[src/common/fps_pkg.sv]
// constants and state type for the fan pwm fault supervisor
package fps_pkg;

    // ****************************************
    // level codes, 10 mV per step
    // ****************************************
    localparam int          LVL_W           = 9;
    localparam logic [8:0]  RAMP_FLOOR      = 9'h078;
    localparam logic [8:0]  RAMP_CEILING    = 9'h104;
    localparam logic [8:0]  RAMP_SPAN       = RAMP_CEILING - RAMP_FLOOR;
    localparam logic [8:0]  OVERHEAT_OFFSET = 9'h002;
    localparam logic [8:0]  OVERHEAT_HYST   = 9'h008;
    localparam logic [8:0]  OVERHEAT_THR    = RAMP_CEILING + OVERHEAT_OFFSET;
    localparam logic [8:0]  OVERHEAT_REL    = OVERHEAT_THR - OVERHEAT_HYST;

    // ****************************************
    // timing
    // ****************************************
    localparam int CLK_FREQ_HZ       = 100_000_000;
    localparam int CLK_PERIOD_NS     = 10;
    localparam int PWM_FREQ_HZ       = 30;
    localparam int PWM_PERIOD_CYCLES = CLK_FREQ_HZ / PWM_FREQ_HZ;
    // longest step time: rounds down
    localparam int RAMP_STEP_CYCLES  = PWM_PERIOD_CYCLES / int'(RAMP_SPAN);
    localparam int BLANK_TIME_NS     = 20_000;
    // least blanking time: rounds up
    localparam int BLANK_CYCLES      = (BLANK_TIME_NS + CLK_PERIOD_NS - 1) / CLK_PERIOD_NS;

    // ****************************************
    // supervisor counts, in pwm cycles except the fault-clear pulse count
    // ****************************************
    localparam logic [5:0] MISS_LIMIT         = 6'h20;
    localparam logic [5:0] DIAG_LEN           = 6'h03;
    localparam logic [5:0] STARTUP_LEN        = 6'h20;
    localparam logic [4:0] FAULT_WINDOW_LEN   = 5'h1f;
    localparam logic [4:0] FAULT_CLEAR_PULSES = 5'h10;

    typedef enum logic [2:0] {
        ST_OFF,
        ST_STARTUP,
        ST_RUN,
        ST_DIAG,
        ST_FAULT
    } fps_state_t;

endpackage

[src/core/fps_fan_pwm_fault_supervisor.sv]
// fan pwm generator with missing-pulse fault supervisor
`timescale 1ns/1ns

// Function
// - PWM period comes from a ramp counter sweeping floor to ceiling, 30 Hz nominal.
// - PWM is high while the controlling level exceeds the ramp.
// - Duty equals (level minus floor) times 100 over the ramp span.
// - Controlling level is the larger of temperature and minimum-speed levels.
// - Minimum-speed below off threshold enters shutdown: PWM low, alarm released.
// - In shutdown the PWM output is actively driven low.
// - Minimum-speed above wake threshold after shutdown starts full power-up sequence.
// - Overheat variant: alarm asserts when temperature reaches ceiling plus 20 mV.
// - Overheat alarm releases once temperature drops more than 80 mV below threshold, or on shutdown or overheat disable.
// - No fan pulse for 32 PWM cycles starts a 3-cycle full-on diagnostic.
// - A pulse during the diagnostic returns to normal PWM without fault.
// - Diagnostic without pulse starts a 32-cycle full-on start-up interval.
// - Pulses in start-up resume PWM; otherwise fan fault, alarm low.
// - During fan fault: alarm low, PWM continuously high, pulses still counted.
// - Fault clears after 16 pulses within a 32-cycle window; PWM resumes.
// - Shutdown during fault releases alarm and forces PWM low; wake restarts.
// - Fault forces 100% duty regardless of levels; recovery follows controlling level.
// - Alarm is active-low open drain; the system supplies the pull-up.
// - Power-up or wake drives 32 full-on cycles, repeated once before fault.
// - Every detected fan pulse clears the missing-pulse counter.
// - Fan pulses are ignored during blanking after each PWM turn-on.
module fps_fan_pwm_fault_supervisor #(
    parameter int STEP_CYCLES = fps_pkg::RAMP_STEP_CYCLES
) (
    input  wire logic       sys_clk,
    input  wire logic       rst,
    input  wire logic [8:0] tempLevel,
    input  wire logic [8:0] minSpeedLevel,
    input  wire logic [8:0] offThreshold,
    input  wire logic [8:0] wakeThreshold,
    input  wire logic       overheatEnable,
    input  wire logic       fanPulse,
    input  wire logic       faultIn,
    output logic            pwmOut,
    output logic            faultOut,
    output logic            faultOe
);

    // ****************************************
    // declarations
    // ****************************************
    fps_pkg::fps_state_t state;
    fps_pkg::fps_state_t next_state;
    logic [15:0]         stepCnt;
    logic [8:0]          ramp;
    logic                cycleTick;
    logic [8:0]          ctrlLevel;
    logic                offReq;
    logic                wakeReq;
    logic [10:0]         blankCnt;
    logic                pulseOk;
    logic [5:0]          cycCnt;
    logic                retried;
    logic [5:0]          missCnt;
    logic [4:0]          winCyc;
    logic [4:0]          winCnt;
    logic                overheat;
    logic                next_pwm;

    function automatic logic [8:0] larger(input logic [8:0] a, input logic [8:0] b);
        larger = (a > b) ? a : b;
    endfunction

    // ****************************************
    // ramp and cycle tick
    // ****************************************
    always_ff @(posedge sys_clk or posedge rst) begin
        if (rst) begin
            stepCnt   <= 16'h0000;
            ramp      <= fps_pkg::RAMP_FLOOR;
            cycleTick <= 1'b0;
        end else begin
            cycleTick <= 1'b0;
            if (stepCnt == 16'(STEP_CYCLES - 1)) begin
                stepCnt <= 16'h0000;
                // ramp visits span values so a ceiling level is always above it
                if (ramp == fps_pkg::RAMP_CEILING - 9'h001) begin
                    ramp      <= fps_pkg::RAMP_FLOOR;
                    cycleTick <= 1'b1;
                end else begin
                    ramp <= ramp + 9'h001;
                end
            end else begin
                stepCnt <= stepCnt + 16'h0001;
            end
        end
    end

    assign ctrlLevel = larger(tempLevel, minSpeedLevel);
    assign offReq    = minSpeedLevel < offThreshold;
    assign wakeReq   = minSpeedLevel > wakeThreshold;
    assign pulseOk   = fanPulse && (blankCnt == 11'h000);

    // ****************************************
    // turn-on blanking
    // ****************************************
    always_ff @(posedge sys_clk or posedge rst) begin
        if (rst) begin
            blankCnt <= 11'h000;
        end else if (next_pwm && !pwmOut) begin
            // drive turn-on kicks the sense current, looks like a pulse
            blankCnt <= 11'(fps_pkg::BLANK_CYCLES);
        end else if (blankCnt != 11'h000) begin
            blankCnt <= blankCnt - 11'h001;
        end
    end

    // ****************************************
    // supervisor state machine
    // ****************************************
    always_comb begin
        next_state = state;
        unique case (state)
            fps_pkg::ST_OFF: begin
                if (wakeReq) begin
                    next_state = fps_pkg::ST_STARTUP;
                end
            end
            fps_pkg::ST_STARTUP: begin
                if (pulseOk) begin
                    next_state = fps_pkg::ST_RUN;
                end else if (cycleTick && cycCnt == fps_pkg::STARTUP_LEN - 6'h01 && retried) begin
                    next_state = fps_pkg::ST_FAULT;
                end
            end
            fps_pkg::ST_RUN: begin
                if (!pulseOk && cycleTick && missCnt == fps_pkg::MISS_LIMIT - 6'h01) begin
                    next_state = fps_pkg::ST_DIAG;
                end
            end
            fps_pkg::ST_DIAG: begin
                if (pulseOk) begin
                    next_state = fps_pkg::ST_RUN;
                end else if (cycleTick && cycCnt == fps_pkg::DIAG_LEN - 6'h01) begin
                    next_state = fps_pkg::ST_STARTUP;
                end
            end
            fps_pkg::ST_FAULT: begin
                if (winCnt == fps_pkg::FAULT_CLEAR_PULSES) begin
                    next_state = fps_pkg::ST_RUN;
                end
            end
        endcase
        if (offReq) begin
            next_state = fps_pkg::ST_OFF;
        end
    end

    // leaving reset counts as power-up: start-up with one retry
    always_ff @(posedge sys_clk or posedge rst) begin
        if (rst) begin
            state <= fps_pkg::ST_STARTUP;
        end else begin
            state <= next_state;
        end
    end

    // ****************************************
    // interval counters
    // ****************************************
    always_ff @(posedge sys_clk or posedge rst) begin
        if (rst) begin
            cycCnt <= 6'h00;
        end else if (state != next_state) begin
            cycCnt <= 6'h00;
        end else if (cycleTick) begin
            if (state == fps_pkg::ST_STARTUP && cycCnt == fps_pkg::STARTUP_LEN - 6'h01) begin
                cycCnt <= 6'h00;
            end else begin
                cycCnt <= cycCnt + 6'h01;
            end
        end
    end

    // diagnostic path skips the power-up retry
    always_ff @(posedge sys_clk or posedge rst) begin
        if (rst) begin
            retried <= 1'b0;
        end else if (state == fps_pkg::ST_OFF) begin
            retried <= 1'b0;
        end else if (state == fps_pkg::ST_DIAG) begin
            retried <= 1'b1;
        end else if (state == fps_pkg::ST_STARTUP && cycleTick && cycCnt == fps_pkg::STARTUP_LEN - 6'h01) begin
            retried <= 1'b1;
        end
    end

    always_ff @(posedge sys_clk or posedge rst) begin
        if (rst) begin
            missCnt <= 6'h00;
        end else if (state != fps_pkg::ST_RUN || pulseOk) begin
            missCnt <= 6'h00;
        end else if (cycleTick) begin
            missCnt <= missCnt + 6'h01;
        end
    end

    // fixed 32-cycle windows; a burst spanning a boundary must reach 16 again
    always_ff @(posedge sys_clk or posedge rst) begin
        if (rst) begin
            winCyc <= 5'h00;
            winCnt <= 5'h00;
        end else if (state != fps_pkg::ST_FAULT) begin
            winCyc <= 5'h00;
            winCnt <= 5'h00;
        end else if (cycleTick && winCyc == fps_pkg::FAULT_WINDOW_LEN) begin
            winCyc <= 5'h00;
            winCnt <= 5'h00;
        end else begin
            winCyc <= winCyc + 5'(cycleTick);
            winCnt <= winCnt + 5'(pulseOk);
        end
    end

    // ****************************************
    // overheat with hysteresis
    // ****************************************
    always_ff @(posedge sys_clk or posedge rst) begin
        if (rst) begin
            overheat <= 1'b0;
        end else if (offReq || !overheatEnable) begin
            overheat <= 1'b0;
        end else if (tempLevel >= fps_pkg::OVERHEAT_THR) begin
            overheat <= 1'b1;
        end else if (tempLevel < fps_pkg::OVERHEAT_REL) begin
            overheat <= 1'b0;
        end
    end

    // ****************************************
    // outputs
    // ****************************************
    always_comb begin
        unique case (next_state)
            fps_pkg::ST_OFF:  next_pwm = 1'b0;
            fps_pkg::ST_RUN:  next_pwm = ctrlLevel > ramp;
            default:          next_pwm = 1'b1;
        endcase
    end

    always_ff @(posedge sys_clk or posedge rst) begin
        if (rst) begin
            pwmOut <= 1'b0;
        end else begin
            pwmOut <= next_pwm;
        end
    end

    // open drain: only ever pulls low
    always_ff @(posedge sys_clk or posedge rst) begin
        if (rst) begin
            faultOut <= 1'b0;
            faultOe  <= 1'b0;
        end else begin
            faultOut <= 1'b0;
            faultOe  <= (next_state == fps_pkg::ST_FAULT) ||
                        (overheat && next_state != fps_pkg::ST_OFF);
        end
    end
endmodule

[config.mk]
export PLATFORM = sky130hd
export DESIGN_NAME = fps_fan_pwm_fault_supervisor
export DESIGN_NICKNAME = d
export VERILOG_FILES = /design/src/common/fps_pkg.sv /design/src/core/fps_fan_pwm_fault_supervisor.sv
export SDC_FILE = /design/constraint.sdc
export NUM_CORES = 1
export LEC_CHECK = 0
export ABC_CLOCK_PERIOD_IN_PS = 3900
export BUFFER_PORTS_ARGS = -buffer_cell sky130_fd_sc_hd__buf_2
export CELL_PAD_IN_SITES_DETAIL_PLACEMENT = 1
export CELL_PAD_IN_SITES_GLOBAL_PLACEMENT = 2
export CORE_UTILIZATION = 30
export CTS_CLUSTER_SIZE = 12
export DETAILED_ROUTE_END_ITERATION = 8
export GPL_TIMING_DRIVEN = 1
export PLACE_DENSITY_LB_ADDON = 0.1
export SYNTH_ARGS = -nofsm -noshare
export SYNTH_HDL_FRONTEND = slang
export SYNTH_SLANG_ARGS = --single-unit
[constraint.sdc]
create_clock -name sys_clk -period 3.9 [get_ports sys_clk]
set_clock_uncertainty 0.05 [all_clocks]
set_input_delay 0.195 -clock sys_clk [delete_from_list [all_inputs] [get_ports sys_clk]]
set_output_delay 0.195 -clock sys_clk [all_outputs]
set_load 0.01 [all_outputs]
==> run summary <==
The flow ran to the end, and the final reports show no timing, DRC or antenna violations. The minimum setup slack after placement came out at 0.0251 ns. In this run the worst hold path is classified as primary input to asynchronous set/reset pin. Traced cell by cell, the critical path runs through buf_2, ha_1, nor2b_1, o21a_1, o211ai_1, a31oi_1, o21bai_1, a21oi_1, buf_4, mux2_2, ha_1, o21ai_0, a21oi_1, o31ai_1, o21ai_0, and4b_1, o31ai_4, nand3_1. The slowest stage of the critical path is the sky130_fd_sc_hd__o31ai_4 cell. Entering global routing, the biggest net connects 43 pins.

The power density normalized to cell area is 407 nW/um2. Summed over all failing endpoints, the final setup total negative slack is 0 ns. The required time at the endpoint of the critical path came out at 4.05 ns. The initial antenna violation count came to 0. The worst setup path is captured at a flip-flop. The share of synthesized flip-flops with an asynchronous set or reset is between 90% and 100%. The arrival time at the worst endpoint came out at 3.64 ns. In this run the horizontal extent of the chip is 124 um. The critical path startpoint category is a primary input. The tree is rooted in a sky130_fd_sc_hd__clkbuf_16. Setup violations remaining at the end of the flow were counted as 0. The worst register-to-register path begins at blankCnt[0]. Clock tree synthesis inserted a total of 9 buffers. The number of diodes added for antenna fixing is 0.

The period utilization came out at 89.5%. The count of input and output buffers came out at 41. The count of flip-flops with a built-in enable after synthesis is 0. The first-iteration detailed-routing DRC count is 116. Before antenna repair, the detailed router went through 4 iterations.

The library cells used most frequently in the layout, excluding fill and tap cells, are sky130_fd_sc_hd__dfrtp_1, sky130_fd_sc_hd__nor2_1, sky130_fd_sc_hd__inv_1. The total number of vias came out at 3621. The clock passes through at most 2 buffers.

Setup repair after global routing left no endpoint under its margin. The aggregate global routing overflow came out at 0. The fmax came out at ~290 MHz.

The via density per instance is about 4.9. The critical path in this run is classified as primary input to flip-flop. Yosys printed 0 warnings.

The signed area change from the synthesized netlist to the final layout is 17.6%. The total count of max-transition violations in the final report is 0. The clock latency on the worst-skew pair is 0.34 ns. The initial core utilization is 30.8%.

The remaining number of nets flagged by the antenna check after routing is 0. The critical-path maximum fanout is 8. The global placement routability congestion came out at 0.801. Across every metal layer, demand over resource in global routing totals 15.8%. The full die area is 15400 um2. The final critical-path required period is 3.49 ns.

The share of layout cells above drive strength 1 came out at 17.9%. Detailed placement finished with a half-perimeter wire length of 8740 um. The number of fill cells is 1710. The final wirelength is ~11000 um. The remaining max-slew budget at the tightest pin came out at 36.2%. Sorting the synthesized cells by area gives the leading types as sky130_fd_sc_hd__dfrtp_1, sky130_fd_sc_hd__ha_1, sky130_fd_sc_hd__inv_1. The number of gates given a new drive strength after cts is 0.

The capture instance of the worst register-to-register path is blankCnt[1]. The number of rows created at floorplan is 44. The number of standard cells after synthesis came out at 492. The synthesized design spends more area on one cell type than any other, namely sky130_fd_sc_hd__dfrtp_1.

The post-synthesis instance area came out at 4480 um2. The post-route non-filler standard cell count came out at about 730. The total of flip-flops plus latches after synthesis came out at 66. Counting tap cells, the placed design contains a total of ~700 instances. The most used flip-flop cell after synthesis is sky130_fd_sc_hd__dfrtp_1. The final worst hold slack came out at approximately 0.016 ns. The die boundary height came out at 124 um.

The most frequent standard cell in the layout excluding fill and tap cells is sky130_fd_sc_hd__dfrtp_1. The placeable core region came out at 14500 um2. The net count of the finished layout is 632.

The via count of the first global-routing pass is 3732. The total number of clock tree sinks came out at 66. The routed length per instance is 15.2 um. The number of violations of the max-capacitance limit came out at 0. The cell count of the worst reg-to-reg path is 9. The register clock-pin slew on the reported worst setup and hold paths came out at 0.06 ns. The setup fix buffers added after clock tree synthesis came out at 0. The largest single stage delay on the critical path is 0.42 ns.

VDD sags by at most 0.000171 V. The synthesized netlist contains 63 unique library cells. The TritonCTS clock tree is built. The number of buffers added to fix hold violations after cts is 0. The wire length of the first global-routing pass came out at approximately 18000 um. The transition at the pin with the smallest max-transition slack came out at 0.956 ns. The number of nets in the synthesized netlist is 580. The leakage power figure came out at roughly 2.4 nW. The number of hold-slack violations in the final timing report is 0. The post-synthesis area per instance is 9.10 um2. The share of the synthesized area in the top cell type is 34.1%. The final routed DRC violation total came out at 0. Setup slack closes at between 0.4 and 0.5 ns. After synthesis, flip-flops and latches occupy 37.0% of the total area. The number of top-level pins is 44. In this run the register-to-register setup slack is 0.86 ns. In this run the number of H-tree levels came out at 3. The post-route core utilization came out at 36.2%.
-- report_power, final --
group          internal [mW]  total (mW)  switching [mW]
sequential             0.732       0.786          0.0540
clock                  0.585       0.908           0.323
combinational          0.197       0.446           0.250
-- sequential cells by signal, summed over array words and instances (netlist names) --
signal     count
missCnt        6
cycleTick      1
ramp           9
retried        1
cycCnt         6
pwmOut         1
stepCnt       16
faultOe        1
winCyc         5
blankCnt      11
overheat       1
winCnt         5
state          3
-- layout make-up --
type | instances | area (um2) | area share (%)
clock buffers | 10 | 239 | 4.54
clock inverters | 6 | 95.1 | 1.81
inverters | 53 | 204 | 3.87
multi-input cells | 364 | 2570 | 48.7
flip-flops and latches | 66 | 1660 | 31.5
well taps | 184 | 230 | 4.37
repair buffers | 50 | 273 | 5.18
-- stage by stage --
step | area (um2) | power [mW]
2_1_floorplan | 4480 | 1.11
3_3_place_gp | 4930 | 1.24
3_5_place_dp | 4930 | 1.25
4_1_cts | 5270 | 2.19
5_1_grt | 5270 | 2.27
6_report | 5270 | 2.14
-- cell families (layout without fill, tap and decap cells) --
logic type                 Yosys count  count (layout)  share of synthesized area, %
AOI/OAI and AO/OA                   79              79                          12.7
xor gates and xnor gates            36              36                          7.04
adders and majority gates           47              47                          13.1
buffers and inverters               62             119                          5.62
DFF                                 66              66                          37.0
muxes                               14              14                          3.38
other                                1               1                        0.0838
and+or+nand+nor                    187             187                          21.0
-- Yosys cell counts (all sizes together), types with 5 or more instances --
master	n
nor3	8
mux2i	5
o21ai	16
nor2b	6
a21oi	22
nand4	11
nand2	47
dfrtp	61
nor2	51
and3	7
mux2	9
or4	5
ha	47
xor2	14
o31ai	6
dfstp	5
clkbuf	5
nor4	5
xnor2	22
or3	5
inv	52
nand3	23
-- how the worst max path moves through the flow --
stage / start / endpoint / slack, ns / cells after the start
finish: tempLevel[1] / blankCnt[8] / 0.41 / 18
global route: minSpeedLevel[1] / blankCnt[8] / 0.12 / 19
CTS: minSpeedLevel[1] / blankCnt[8] / 0.39 / 19
detailed placement: tempLevel[1] / blankCnt[8] / 0.03 / 18
global placement: tempLevel[1] / blankCnt[8] / 0.11 / 18
floorplan: minSpeedLevel[1] / blankCnt[0] / 0.26 / 16
-- worst max-delay path: cells and delay by family --
kind	cells	cell delay, ns
AOI/OAI and AO/OA	10	1.71
adders and majority gates	2	0.57
and+or+nand+nor	3	0.51
buffers and inverters	2	0.33
muxes	1	0.33
-- per-layer routing --
layer	vias up	global-route usage, %	wire, um
li1	1821	-	-
met1	1766	20.5	5360
met2	23	25.8	5380
met3	11	3.85	248
met4	0	4.46	127
met5	-	0	0
Note: power is estimated with default switching activity, not from simulation.
